## src/logic/flash_seq_pkg.sv

```systemverilog
// Shared constants and types for the flash self erase/write sequencer
package flash_seq_pkg;

  // ****************************************
  // Timing
  // ****************************************
  localparam int CLK_PERIOD_NS  = 4;
  localparam int ERASE_TIME_NS  = 2000000;
  localparam int WRITE_TIME_NS  = 2000000;
  localparam int PWRT_TIME_NS   = 72000000;
  localparam int ERASE_CYCLES   = (ERASE_TIME_NS + CLK_PERIOD_NS - 1) / CLK_PERIOD_NS;
  localparam int WRITE_CYCLES   = (WRITE_TIME_NS + CLK_PERIOD_NS - 1) / CLK_PERIOD_NS;
  localparam int PWRT_CYCLES    = (PWRT_TIME_NS + CLK_PERIOD_NS - 1) / CLK_PERIOD_NS;
  localparam int TMR_W          = 25;

  // ****************************************
  // Register indices (byte address = 4 * index)
  // ****************************************
  localparam logic [9:0] IDX_DATA_LOW  = 10'h10C;
  localparam logic [9:0] IDX_ADDR_LOW  = 10'h10D;
  localparam logic [9:0] IDX_DATA_HIGH = 10'h10E;
  localparam logic [9:0] IDX_ADDR_HIGH = 10'h10F;
  localparam logic [9:0] IDX_MEM_CTRL  = 10'h18C;
  localparam logic [9:0] IDX_UNLOCK    = 10'h18D;
  localparam logic [9:0] IDX_STATUS    = 10'h18F;
  localparam logic [9:0] IDX_DONE      = 10'h00D;

  // ****************************************
  // Field positions
  // ****************************************
  localparam int MC_PSS_BIT    = 7;
  localparam int MC_ERASE_BIT  = 4;
  localparam int MC_ERR_BIT    = 3;
  localparam int MC_PERMIT_BIT = 2;
  localparam int MC_GO_BIT     = 1;
  localparam int MC_FETCH_BIT  = 0;
  localparam int DONE_BIT      = 4;
  localparam int ST_BUSY_BIT   = 0;
  localparam int ST_PWRT_BIT   = 1;
  localparam int ST_PROT_LSB   = 2;
  localparam int ST_CPP_BIT    = 4;
  localparam int ST_CPD_BIT    = 5;
  localparam int ROW_LSB       = 5;

  // ****************************************
  // Values
  // ****************************************
  localparam logic [7:0]  UNLOCK_FIRST  = 8'h55;
  localparam logic [7:0]  UNLOCK_SECOND = 8'hAA;
  localparam logic [13:0] BUF_ERASED    = 14'h3FFF;
  localparam logic [1:0]  BLOCK_LAST    = 2'h3;
  localparam logic [1:0]  PROT_NONE     = 2'h3;
  localparam logic [1:0]  PROT_SMALL    = 2'h2;
  localparam logic [1:0]  PROT_MID      = 2'h1;
  localparam logic [2:0]  HSIZE_WORD    = 3'h2;

  typedef enum logic [1:0] {
    SEQ_IDLE   = 2'b00,
    SEQ_SETUP  = 2'b01,
    SEQ_IGNORE = 2'b11,
    SEQ_STALL  = 2'b10
  } seq_state_type;

  typedef enum logic [1:0] {
    UL_NONE  = 2'b00,
    UL_FIRST = 2'b01,
    UL_ARMED = 2'b11
  } unlock_state_type;

endpackage

```

## src/logic/flash_cycle_timer.sv

```systemverilog
// Down-counting cycle timer with a one-cycle done pulse
`timescale 1ns/1ns
module flash_cycle_timer #(
  parameter int W          = flash_seq_pkg::TMR_W,
  parameter int INIT_COUNT = 0
) (
  input  wire logic          hclk,
  input  wire logic          hresetn,
  input  wire logic          load,
  input  wire logic [W-1:0]  load_val,
  output logic               busy,
  output logic               done
);

  typedef struct packed {
    logic [W-1:0] cnt;
    logic         busy;
    logic         done;
  } tmr_state_type;

  localparam tmr_state_type RESET_VALUE = '{cnt: W'(INIT_COUNT), busy: (INIT_COUNT != 0), done: 1'b0};

  tmr_state_type s_q;
  tmr_state_type s_d;

  always_comb begin
    s_d      = s_q;
    s_d.done = 1'b0;
    if (load) begin
      s_d.cnt  = load_val;
      s_d.busy = 1'b1;
    end else if (s_q.busy) begin
      s_d.cnt = s_q.cnt - W'(1);
      if (s_q.cnt <= W'(1)) begin
        s_d.busy = 1'b0;
        s_d.done = 1'b1;
      end
    end
  end

  always_ff @(posedge hclk or negedge hresetn) begin
    if (!hresetn) begin
      s_q <= RESET_VALUE;
    end else begin
      s_q <= s_d;
    end
  end

  assign busy = s_q.busy;
  assign done = s_q.done;

endmodule // flash_cycle_timer

```

## src/logic/flash_self_erase_write_sequencer.sv

```systemverilog
// Flash self erase/write sequencer with AHB-Lite register slave
// Notes on behaviour
// - Erase always clears one 32-word row
// - Row from upper 11 address bits; 4:0 ignored
// - Erase needs space select, permit, erase select
// - Start only after 55h then AAh unlock
// - Erase: two setup cycles, two instructions ignored
// - Erase stalls CPU about 2 ms
// - Writes into protected regions are refused
// - Writes cover aligned four-word blocks only
// - Four 14-bit buffers selected by address 1:0
// - Short write buffers word, go clears next cycle
// - Long write: execute one, ignore one, stall
// - Buffers reset to 3FFF after long write
// - Permit cleared at reset; power-up timer blocks writes
// - Data code-protect blocks all external access
// - Program code-protect blocks external program writes only
// - Erase or long-write completion clears go and sets done flag; short write clears go only
// - Go cannot set without permit already set
// - Space select bit 7, fetch bit 0
//
// The AHB-Lite interface to the registers and the register offsets were chosen for this implementation.
`timescale 1ns/1ns
module flash_self_erase_write_sequencer #(
  parameter int          ERASE_CYCLES     = flash_seq_pkg::ERASE_CYCLES,
  parameter int          WRITE_CYCLES     = flash_seq_pkg::WRITE_CYCLES,
  parameter int          PWRT_CYCLES      = flash_seq_pkg::PWRT_CYCLES,
  parameter logic [15:0] PROT_LIMIT_SMALL = 16'h0100,
  parameter logic [15:0] PROT_LIMIT_MID   = 16'h0800,
  parameter logic [15:0] PROT_LIMIT_ALL   = 16'h1000
) (
  input  wire logic         hclk,
  input  wire logic         hresetn,
  input  wire logic         hsel,
  input  wire logic [11:0]  haddr,
  input  wire logic [1:0]   htrans,
  input  wire logic         hwrite,
  input  wire logic [2:0]   hsize,
  input  wire logic [31:0]  hwdata,
  input  wire logic         hready,
  output logic      [31:0]  hrdata,
  output logic              hreadyout,
  output logic              hresp,
  input  wire logic [1:0]   cfg_self_protect,
  input  wire logic         cfg_code_protect_prog,
  input  wire logic         cfg_code_protect_data,
  input  wire logic         ext_prog_write_req,
  input  wire logic         ext_ee_access_req,
  output logic              ext_prog_write_allow,
  output logic              ext_ee_access_allow,
  output logic              cpu_stall,
  output logic              insn_ignore,
  output logic              flash_erase_start,
  output logic              flash_write_start,
  output logic      [15:0]  flash_addr,
  output logic      [55:0]  flash_wdata
);

  typedef struct packed {
    flash_seq_pkg::seq_state_type    seq;
    flash_seq_pkg::unlock_state_type ul;
    logic [7:0]  addr_low;
    logic [7:0]  addr_high;
    logic [7:0]  data_low;
    logic [5:0]  data_high;
    logic        pss;
    logic        erase_sel;
    logic        err;
    logic        permit;
    logic        go;
    logic        fetch_go;
    logic        done;
    logic        op_erase;
    logic        short_wr;
    logic        erase_start;
    logic        write_start;
    logic [15:0] flash_addr;
    logic        ph_valid;
    logic [9:0]  ph_index;
    logic [31:0] rdata;
  } seq_regs_type;

  localparam seq_regs_type RESET_VALUE = '0;

  seq_regs_type              s_q;
  seq_regs_type              s_d;
  logic                      buf_load;
  logic                      buf_clear;
  logic                      tmr_load;
  logic [flash_seq_pkg::TMR_W-1:0] tmr_val;
  logic                      tmr_done;
  logic                      pwrt_busy;
  logic [15:0]               cur_addr;
  logic                      start_ok;
  logic                      wr_data;

  function automatic logic is_protected(input logic [1:0] f, input logic [15:0] a);
    case (f)
      flash_seq_pkg::PROT_NONE:  is_protected = 1'b0;
      flash_seq_pkg::PROT_SMALL: is_protected = (a < PROT_LIMIT_SMALL);
      flash_seq_pkg::PROT_MID:   is_protected = (a < PROT_LIMIT_MID);
      default:                   is_protected = (a < PROT_LIMIT_ALL);
    endcase
  endfunction

  // ****************************************
  // Sub-blocks
  // ****************************************
  flash_word_buffer u_buf (
    .hclk    (hclk),
    .hresetn (hresetn),
    .load    (buf_load),
    .sel     (s_q.addr_low[1:0]),
    .wdata   ({s_q.data_high, s_q.data_low}),
    .clear   (buf_clear),
    .words   (flash_wdata)
  );

  flash_cycle_timer u_stall_tmr (
    .hclk     (hclk),
    .hresetn  (hresetn),
    .load     (tmr_load),
    .load_val (tmr_val),
    .busy     (),
    .done     (tmr_done)
  );

  flash_cycle_timer #(.INIT_COUNT(PWRT_CYCLES)) u_pwrt (
    .hclk     (hclk),
    .hresetn  (hresetn),
    .load     (1'b0),
    .load_val ('0),
    .busy     (pwrt_busy),
    .done     ()
  );

  assign cur_addr = {s_q.addr_high, s_q.addr_low};
  assign wr_data  = s_q.ph_valid;

  // ****************************************
  // Register file and sequencer
  // ****************************************
  always_comb begin
    s_d         = s_q;
    buf_load    = 1'b0;
    buf_clear   = 1'b0;
    tmr_load    = 1'b0;
    tmr_val     = flash_seq_pkg::TMR_W'(WRITE_CYCLES);
    start_ok    = 1'b0;
    s_d.erase_start = 1'b0;
    s_d.write_start = 1'b0;
    s_d.fetch_go    = 1'b0;
    // Address phase, write-only word transfers are latched for the data phase
    s_d.ph_valid = hsel && hready && htrans[1] && hwrite && (hsize == flash_seq_pkg::HSIZE_WORD);
    s_d.ph_index = haddr[11:2];
    if (hsel && hready && htrans[1] && !hwrite) begin
      case (haddr[11:2])
        flash_seq_pkg::IDX_DATA_LOW:  s_d.rdata = {24'h0, s_q.data_low};
        flash_seq_pkg::IDX_ADDR_LOW:  s_d.rdata = {24'h0, s_q.addr_low};
        flash_seq_pkg::IDX_DATA_HIGH: s_d.rdata = {26'h0, s_q.data_high};
        flash_seq_pkg::IDX_ADDR_HIGH: s_d.rdata = {24'h0, s_q.addr_high};
        flash_seq_pkg::IDX_MEM_CTRL:  s_d.rdata = {24'h0, s_q.pss, 2'b00, s_q.erase_sel, s_q.err,
                                                   s_q.permit, s_q.go, s_q.fetch_go};
        flash_seq_pkg::IDX_DONE:      s_d.rdata = {27'h0, s_q.done, 4'h0};
        flash_seq_pkg::IDX_STATUS:    s_d.rdata = {26'h0, cfg_code_protect_data, cfg_code_protect_prog,
                                                   cfg_self_protect, pwrt_busy, s_q.go};
        default:                      s_d.rdata = 32'h0;
      endcase
    end
    // Data phase writes
    if (wr_data) begin
      if (s_q.ph_index != flash_seq_pkg::IDX_UNLOCK) begin
        s_d.ul = flash_seq_pkg::UL_NONE;
      end
      case (s_q.ph_index)
        flash_seq_pkg::IDX_DATA_LOW:  s_d.data_low  = hwdata[7:0];
        flash_seq_pkg::IDX_ADDR_LOW:  s_d.addr_low  = hwdata[7:0];
        flash_seq_pkg::IDX_DATA_HIGH: s_d.data_high = hwdata[5:0];
        flash_seq_pkg::IDX_ADDR_HIGH: s_d.addr_high = hwdata[7:0];
        flash_seq_pkg::IDX_DONE:      s_d.done      = hwdata[flash_seq_pkg::DONE_BIT];
        flash_seq_pkg::IDX_UNLOCK: begin
          if (hwdata[7:0] == flash_seq_pkg::UNLOCK_FIRST) begin
            s_d.ul = flash_seq_pkg::UL_FIRST;
          end else if ((hwdata[7:0] == flash_seq_pkg::UNLOCK_SECOND) && (s_q.ul == flash_seq_pkg::UL_FIRST)) begin
            s_d.ul = flash_seq_pkg::UL_ARMED;
          end else begin
            s_d.ul = flash_seq_pkg::UL_NONE;
          end
        end
        flash_seq_pkg::IDX_MEM_CTRL: begin
          s_d.pss       = hwdata[flash_seq_pkg::MC_PSS_BIT];
          s_d.erase_sel = hwdata[flash_seq_pkg::MC_ERASE_BIT];
          s_d.permit    = hwdata[flash_seq_pkg::MC_PERMIT_BIT];
          s_d.err       = s_q.err & hwdata[flash_seq_pkg::MC_ERR_BIT];
          s_d.fetch_go  = hwdata[flash_seq_pkg::MC_FETCH_BIT];
          // Go only when permit, space select and unlock already stand
          start_ok = hwdata[flash_seq_pkg::MC_GO_BIT] && !s_q.go && s_q.permit && s_q.pss &&
                     (s_q.ul == flash_seq_pkg::UL_ARMED) && !pwrt_busy;
          if (start_ok && s_q.erase_sel) begin
            if (is_protected(cfg_self_protect, cur_addr)) begin
              s_d.err = 1'b1;
            end else begin
              s_d.go         = 1'b1;
              s_d.op_erase   = 1'b1;
              s_d.seq        = flash_seq_pkg::SEQ_SETUP;
              s_d.flash_addr = {cur_addr[15:flash_seq_pkg::ROW_LSB], 5'h00};
            end
          end else if (start_ok) begin
            if (is_protected(cfg_self_protect, cur_addr)) begin
              s_d.err = 1'b1;
            end else begin
              buf_load     = 1'b1;
              s_d.go       = 1'b1;
              s_d.op_erase = 1'b0;
              if (s_q.addr_low[1:0] != flash_seq_pkg::BLOCK_LAST) begin
                s_d.short_wr = 1'b1;
              end else begin
                s_d.seq        = flash_seq_pkg::SEQ_SETUP;
                s_d.flash_addr = {cur_addr[15:2], 2'b00};
              end
            end
          end
        end
        default: begin
        end
      endcase
    end
    // Short write finishes one cycle after go rises
    if (s_q.short_wr) begin
      s_d.short_wr = 1'b0;
      s_d.go       = 1'b0;
    end
    case (s_q.seq)
      flash_seq_pkg::SEQ_IDLE: begin
      end
      flash_seq_pkg::SEQ_SETUP: begin
        s_d.seq = flash_seq_pkg::SEQ_IGNORE;
      end
      flash_seq_pkg::SEQ_IGNORE: begin
        s_d.seq         = flash_seq_pkg::SEQ_STALL;
        tmr_load        = 1'b1;
        tmr_val         = s_q.op_erase ? flash_seq_pkg::TMR_W'(ERASE_CYCLES) : flash_seq_pkg::TMR_W'(WRITE_CYCLES);
        s_d.erase_start = s_q.op_erase;
        s_d.write_start = !s_q.op_erase;
      end
      flash_seq_pkg::SEQ_STALL: begin
        if (tmr_done) begin
          s_d.seq   = flash_seq_pkg::SEQ_IDLE;
          s_d.go    = 1'b0;
          s_d.done  = 1'b1;
          buf_clear = !s_q.op_erase;
        end
      end
      default: begin
        s_d.seq = flash_seq_pkg::SEQ_IDLE;
      end
    endcase
  end

  always_ff @(posedge hclk or negedge hresetn) begin
    if (!hresetn) begin
      s_q <= RESET_VALUE;
    end else begin
      s_q <= s_d;
    end
  end

  // ****************************************
  // Outputs
  // ****************************************
  assign hrdata            = s_q.rdata;
  assign hreadyout         = 1'b1;
  assign hresp             = 1'b0;
  assign cpu_stall         = (s_q.seq == flash_seq_pkg::SEQ_STALL);
  assign insn_ignore       = (s_q.seq == flash_seq_pkg::SEQ_IGNORE) ||
                             ((s_q.seq == flash_seq_pkg::SEQ_SETUP) && s_q.op_erase);
  assign flash_erase_start = s_q.erase_start;
  assign flash_write_start = s_q.write_start;
  assign flash_addr        = s_q.flash_addr;
  assign ext_ee_access_allow  = ext_ee_access_req && !cfg_code_protect_data;
  assign ext_prog_write_allow = ext_prog_write_req && !cfg_code_protect_data && !cfg_code_protect_prog;
endmodule // flash_self_erase_write_sequencer

```

## src/logic/flash_word_buffer.sv

```systemverilog
// Four-entry program word buffer collecting a block before a long write
`timescale 1ns/1ns
module flash_word_buffer #(
  parameter int          WORDS  = 4,
  parameter int          WIDTH  = 14,
  parameter logic [13:0] ERASED = flash_seq_pkg::BUF_ERASED
) (
  input  wire logic                     hclk,
  input  wire logic                     hresetn,
  input  wire logic                     load,
  input  wire logic [1:0]               sel,
  input  wire logic [WIDTH-1:0]         wdata,
  input  wire logic                     clear,
  output logic      [WORDS*WIDTH-1:0]   words
);

  typedef struct packed {
    logic [WORDS-1:0][WIDTH-1:0] word;
  } buf_state_type;

  localparam buf_state_type RESET_VALUE = '{word: {WORDS{ERASED[WIDTH-1:0]}}};

  buf_state_type                s_q;
  buf_state_type                s_d;
  logic [WORDS-1:0][WIDTH-1:0]  next_word;

  // ****************************************
  // Per-entry next value
  // ****************************************
  for (genvar i = 0; i < WORDS; i++) begin : g_entry
    assign next_word[i] = clear ? ERASED[WIDTH-1:0] :
                          (load && (sel == 2'(i))) ? wdata : s_q.word[i];
  end

  always_comb begin
    s_d      = s_q;
    s_d.word = next_word;
  end

  always_ff @(posedge hclk or negedge hresetn) begin
    if (!hresetn) begin
      s_q <= RESET_VALUE;
    end else begin
      s_q <= s_d;
    end
  end

  assign words = s_q.word;

endmodule // flash_word_buffer

```

## config.mk

```make
export PLATFORM = sky130hd
export DESIGN_NAME = flash_self_erase_write_sequencer
export DESIGN_NICKNAME = d
export VERILOG_FILES = /design/src/logic/flash_seq_pkg.sv /design/src/logic/flash_cycle_timer.sv /design/src/logic/flash_self_erase_write_sequencer.sv /design/src/logic/flash_word_buffer.sv
export SDC_FILE = /design/constraint.sdc
export NUM_CORES = 1
export LEC_CHECK = 0
export ABC_CLOCK_PERIOD_IN_PS = 2800
export BUFFER_PORTS_ARGS = -buffer_cell sky130_fd_sc_hd__buf_2
export CAP_MARGIN = 30
export CORE_ASPECT_RATIO = 1.2
export CORE_MARGIN = 3
export CORE_UTILIZATION = 35
export CTS_CLUSTER_DIAMETER = 50
export DETAILED_ROUTE_END_ITERATION = 10
export PLACE_DENSITY = 0.62
export RECOVER_POWER = 25
export SETUP_SLACK_MARGIN = 0.3
export SLEW_MARGIN = 40
export SYNTH_ARGS = -nofsm -noshare
export SYNTH_HDL_FRONTEND = slang
export SYNTH_SLANG_ARGS = --single-unit
```

## constraint.sdc

```tcl
create_clock -name hclk -period 2.8 [get_ports hclk]
set_input_delay 0.14 -clock hclk [delete_from_list [all_inputs] [get_ports hclk]]
set_output_delay 0.14 -clock hclk [all_outputs]
set_load 0.02 [all_outputs]
```

[After elaboration in Yosys (flattened, before gate mapping)]
Cells that the tools add are included.
Storage, ports and cells
  register bits: 213
  input bits: 60
  output and inout port bits: 112
  word-level logic and storage cells: 198
Operators by class
  add/sub/neg operators: 2
  magnitude comparators: 5
  eq/ne operators: 35
  muxes and demuxes: 77
  bitwise operators: 1
  reductions and logical operators: 48
Operators by type and width (number)
  == test 10 x 9 -> 1 bit, second input constant: 12
  two-way mux 14 bit: 8
  two-way mux 16 bit: 5
  case mux 8 bit (7 select lines): 1
  <= comparator 25 x 1 -> 1 bit, second input constant: 2
  subtractor 25 x 1 -> 25 bit, second input constant: 2
  two-way mux 43 bit: 1
  two-way mux 2 bit: 18
  two-way mux 1 bit: 35
  two-way mux 27 bit: 1
  two-way mux 26 bit: 1
  two-way mux 8 bit: 3
  nonzero test 2 bit: 11
  == test 10 x 4 -> 1 bit, second input constant: 2
  logical AND 1 bit: 20
  < comparator 16 x 12 -> 1 bit, second input constant: 1
  < comparator 16 x 13 -> 1 bit, second input constant: 1
  < comparator 16 x 9 -> 1 bit, second input constant: 1
  == test 2 bit, second input constant: 7
  two-way mux 6 bit: 2
  != test 2 bit, second input constant: 6
  AND reduction 2 bit: 6
  AND reduction 6 bit: 2
  != test 10 x 9 -> 1 bit, second input constant: 1
  other kinds (11): 19

[Logic depth before layout (Yosys ltp)]
  word-level depth: 18
  depth in mapped cells: 7
  depth with buffers taken out: 6

[Modules after synthesis]
From an unflattened synthesis, not the netlist that was laid out.
Unflattened totals
  cells, all modules: 828
  area total of the unflattened synthesis: 9391.5 um^2
By module, submodules not included
  flash_self_erase_write_sequencer: instances 1, cells an instance 352, area each 4031.4 um^2, seq. area each 1951.9 um^2
  flash_word_buffer: instances 1, cells an instance 166, area each 2359.8 um^2, seq. area each 1471.4 um^2
  flash_cycle_timer at u_pwrt: instances 1, cells an instance 155, area each 1505.2 um^2, seq. area each 685.7 um^2
  flash_cycle_timer at u_stall_tmr: instances 1, cells an instance 155, area each 1495.2 um^2, seq. area each 675.6 um^2

[Least setup slack after synthesis]
OpenSTA, ideal clock, no wires.
  kind: register -> register
  start: register s_q[36] in the netlist's numbering
  end: register s_q (netlist bit flash_addr[10])
  library setup time: 127 ps
  arrival time: 2209 ps
  data required time: 2673 ps
  slack: 464 ps
  stages on the path, launching flop included: 7
  path buffers: 2
  clock period less this slack: 2336 ps
  cells stage by stage: dfrtp_1 nand4bb_1 or4_1 buf_2 nor4b_4 buf_6 mux2_1
Between the ends
  word-level cells in the longest chain between the ends: 2
Ends and longest elaborated chain
  start, declared: RTL line flash_self_erase_write_sequencer.sv:85  | seq_regs_type s_q;
  start signal, assigned: RTL line flash_self_erase_write_sequencer.sv:262  | s_q <= RESET_VALUE;
  start signal, assigned: RTL line flash_self_erase_write_sequencer.sv:264  | s_q <= s_d;
  == test 10 x 9 -> 1 bit: RTL line flash_self_erase_write_sequencer.sv:175  | case (s_q.ph_index)
  AND reduction 6 bit (no line)
Every way passes these cells.
A chain may end at the register's enable or synchronous reset.

==> results.py <==
metrics = {
    "status": {
        "status": "complete, but fails checks",
        "violations": "capacitance limit, slew limit",
    },
    "clock_network": {
        "cts_tree": "yes",
        "numCtsBuffers": 17,
        "cts.sinks": 187,
        "clock_latency_ns": 0.44,
        "cts_setup_buffers": 0,
        "cts-root-buf": "clkbuf_16",
        "cts.clk_slew.worst_paths_ns": 0.08,
        "htree_levels": 4,
        "clock_path_buffers": 2,
    },
    "die": {
        "start_util_pct": 35.9,
        "core_um2": 25000,
        "fp.dieW_um": 152,
        "io_pins": 172,
        "row_count": 63,
        "die_h_um": 181,
        "fp.dieArea_um2": 27600,
    },
    "power": {
        "combinationalPowerShare_pct": 4.3,
        "power_frac_clock_pct": 45.2,
        "p_switching_mw": 1.39,
        "powerDensity_nw_per_um2": 519,
        "peakVddDrop_uv": 348,
        "p_int_mw": 4.02,
        "power.leakage_nw": 5.19,
        "sw_frac_of_total_pct": 25.7,
        "pwr-share-seq_pct": 50.4,
        "finalPower_mw": 5.41,
    },
    "setup_path": {
        "critPathSlowestCell": "dfstp_1",
        "rrSetupSlack_ns": 0.44,
        "cp.required_ns": 3.16,
        "crit_start": "u_pwrt.busy",
        "cpPeakStageDelay_ns": 0.74,
        "crit_buf_inv": 0,
        "path_max_fanout": 9,
        "cp-start-kind": "flip-flop",
        "critPathKind": "reg -> reg",
        "crit_chain": "or4b_2 -> or4_1 -> or2_2 -> xnor2_1",
        "r2r_start": "u_pwrt.busy",
        "arrival_ns": 2.72,
        "path_delay_family": "simple AND/OR/NAND/NOR gates",
        "endpoint_kind": "flip-flop",
    },
    "route": {
        "wl_per_cell_um": 16.7,
        "drtIter0Drc": 392,
        "vias": 6078,
        "routed_wl_um": 20500,
        "drc": 0,
        "viasPerCell": 4.97,
        "antenna_left": 0,
        "firstDrtPassIters": 4,
    },
    "logic_synthesis": {
        "synthArstFlopShare_pct": 100,
        "yosys.cell_types.count": 67,
        "synth.most_common_cell": "dfrtp_1",
        "yosys.area.top_type_share_pct": 34.3,
        "synthCells": 772,
        "synth_edf_count": 0,
        "synth.avg_cell_area_um2": 11.6,
        "ys.flop_type": "dfrtp_1",
        "yosys.area.top_type": "dfrtp_1",
        "synth_commonest_cells": "dfrtp_1, nor2_1, mux2i_1",
        "ys_top_cells_by_area": "dfrtp_1, dfstp_2, mux2i_1",
        "netlist_area_um2": 8960,
        "synth_seq_area_share_pct": 53.1,
        "ys_ff_latch": 187,
        "yosysWarnings": 0,
    },
    "global_route": {
        "grt_pass1_wl_um": 33500,
        "grt_max_degree": 71,
        "grt-ovfl-total": 0,
        "grt_usage_pct": 15.0,
        "grt_pass1_vias": 6071,
        "antenna_found_initial": 0,
    },
    "timing": {
        "tightest_slew_ns": 1.67,
        "tns_ns": 0,
        "fin_skew_ns": 0.0193,
        "max_freq_mhz": 423,
        "slew-limit-headroom_pct": -11.4,
        "report.final.slew_viol_count": 65,
        "fin_crit_ns": 2.36,
        "setup-violations-final": 0,
        "rsz0062_at_grt": "no",
        "period_share_pct": 84.4,
        "final_hold_viol_count": 0,
    },
    "cells_and_area": {
        "area_growth_pct": 16.5,
        "n_fill_cell": 2425,
        "design_area_um2": 10400,
        "diodes": 0,
        "fin_cells": 1223,
        "fin_nets": 949,
        "layout-drive-gt1-share_pct": 31.1,
    },
    "place": {
        "hpwl_um": 14500,
        "place_area_um2": 9720,
        "io_buffers": 116,
        "gp_congestion": 0.789,
        "dp_cells": 1178,
    },
    "worst_hold_path": {
        "worstHoldPathType": "in -> reg",
        "hold_start": "hwdata[6]",
    },
    "job": {
        "max-cap-violations": 1,
    },
}
## path summary, 6_finish.rpt
check,to,cells past startpoint
setup / recovery,u_pwrt.s_q[15],4
hold / removal,cur_addr[14],2
setup reg to reg,u_pwrt.s_q[15],4
hold reg to reg,u_pwrt.s_q[8],1
max in group asynchronous,u_buf.words[38],3
min in group asynchronous,s_q[35],2
## layout by cell type, fill, tap and decap left out, types with 5 or more instances in the layout
master	instances
buf_2	98
nand2_1	36
xor2_1	19
or4_1	14
nand4_1	6
inv_1	13
clkbuf_1	16
dfrtp_1	123
nor4bb_1	6
and3_1	7
conb_1	28
a32o_1	5
mux2_2	37
nand2b_1	5
nand3_1	7
nor4_1	15
clkbuf_16	17
mux2i_1	67
nor4_2	5
o21ai_0	10
nor2_1	98
nor3_1	12
or3_1	6
o31ai_1	12
nand3b_1	5
a21oi_1	11
xnor2_1	14
or2_2	5
dfstp_2	63
buf_4	19
mux2_1	11
dlygate4sd3_1	13
## worst reg2reg max path, stage by stage, from the launching register on
cell,delay [ns]
dfstp_1,0.74
or4b_2,0.64
or4_1,0.47
or2_2,0.31
xnor2_1,0.14
## power groups by stage
| stage | clock (mW) | sequential, mW | combinational, mW |
|---|---|---|---|
| 3_3_place_gp | 0 | 2.78 | 0.225 |
| 6_report | 2.45 | 2.73 | 0.234 |
| 2_1_floorplan | 0 | 2.78 | 0.133 |
| 4_1_cts | 2.51 | 2.73 | 0.240 |
| 5_1_grt | 2.64 | 2.73 | 0.258 |
| 3_5_place_dp | 0 | 2.78 | 0.227 |
## layout make-up
type                            instances  area (um2)  share of cell area, %
Sequential cell                       187        4760                   45.6
Timing Repair Buffer                  151         878                   8.41
Multi-Input combinational cell        515        3740                   35.8
Inverter                               13        48.8                  0.467
Clock buffer                           18         439                   4.21
Tap cell                              325         407                   3.90
Clock inverter                         14         170                   1.63
## flip-flops by register name, summed over array words and instances, names as in the netlist
name,flops
u_pwrt.s_q,25
s_q,37
u_stall_tmr.s_q,25
flash_addr,14
flash_erase_start,1
cur_addr,16
u_pwrt.busy,1
wr_data,1
u_stall_tmr.done,1
u_stall_tmr.busy,1
hrdata,8
u_buf.words,56
flash_write_start,1
## stage by stage
step / util (%) / setup WS [ns] / hold slack, ns
after global routing: 41.8 / 0.308 / 0.0121
after CTS: 41.9 / 0.371 / 0.00853
after detailed placement: 38.9 / 0.384 / 0.159
final: 41.8 / 0.438 / 0.0213
after floorplan: - / 0.464 / -0.156
after global placement: 38.9 / 0.411 / 0.157
## logic make-up (layout without fill, tap and decap cells)
| logic type | after synthesis | in the layout | synth area share [%] |
|---|---|---|---|
| other | 2 | 28 | 0.0838 |
| muxes | 116 | 116 | 13.8 |
| buffers and inverters | 96 | 196 | 6.48 |
| and+or+nand+nor | 264 | 264 | 17.2 |
| xor gates and xnor gates | 33 | 33 | 3.22 |
| AOI/OAI and AO/OA | 70 | 70 | 5.57 |
| DFF | 187 | 187 | 53.1 |
| adders and majority gates | 4 | 4 | 0.558 |
## layer usage
metal	vias to the layer above	track usage (%)	part of all wire (%)
li1	2886	-	-
met1	3036	19.5	44
met2	138	25.1	50
met3	18	3.35	4.1
met4	0	4.46	1.6
met5	-	0	0
## what timing repair did
item,in CTS,in global routing
gates resized for setup,0,2
endpoints found under the setup margin,0,20
hold buffers,13,0
hold endpoints to repair,25,0
(Power assumes the default switching activity.)
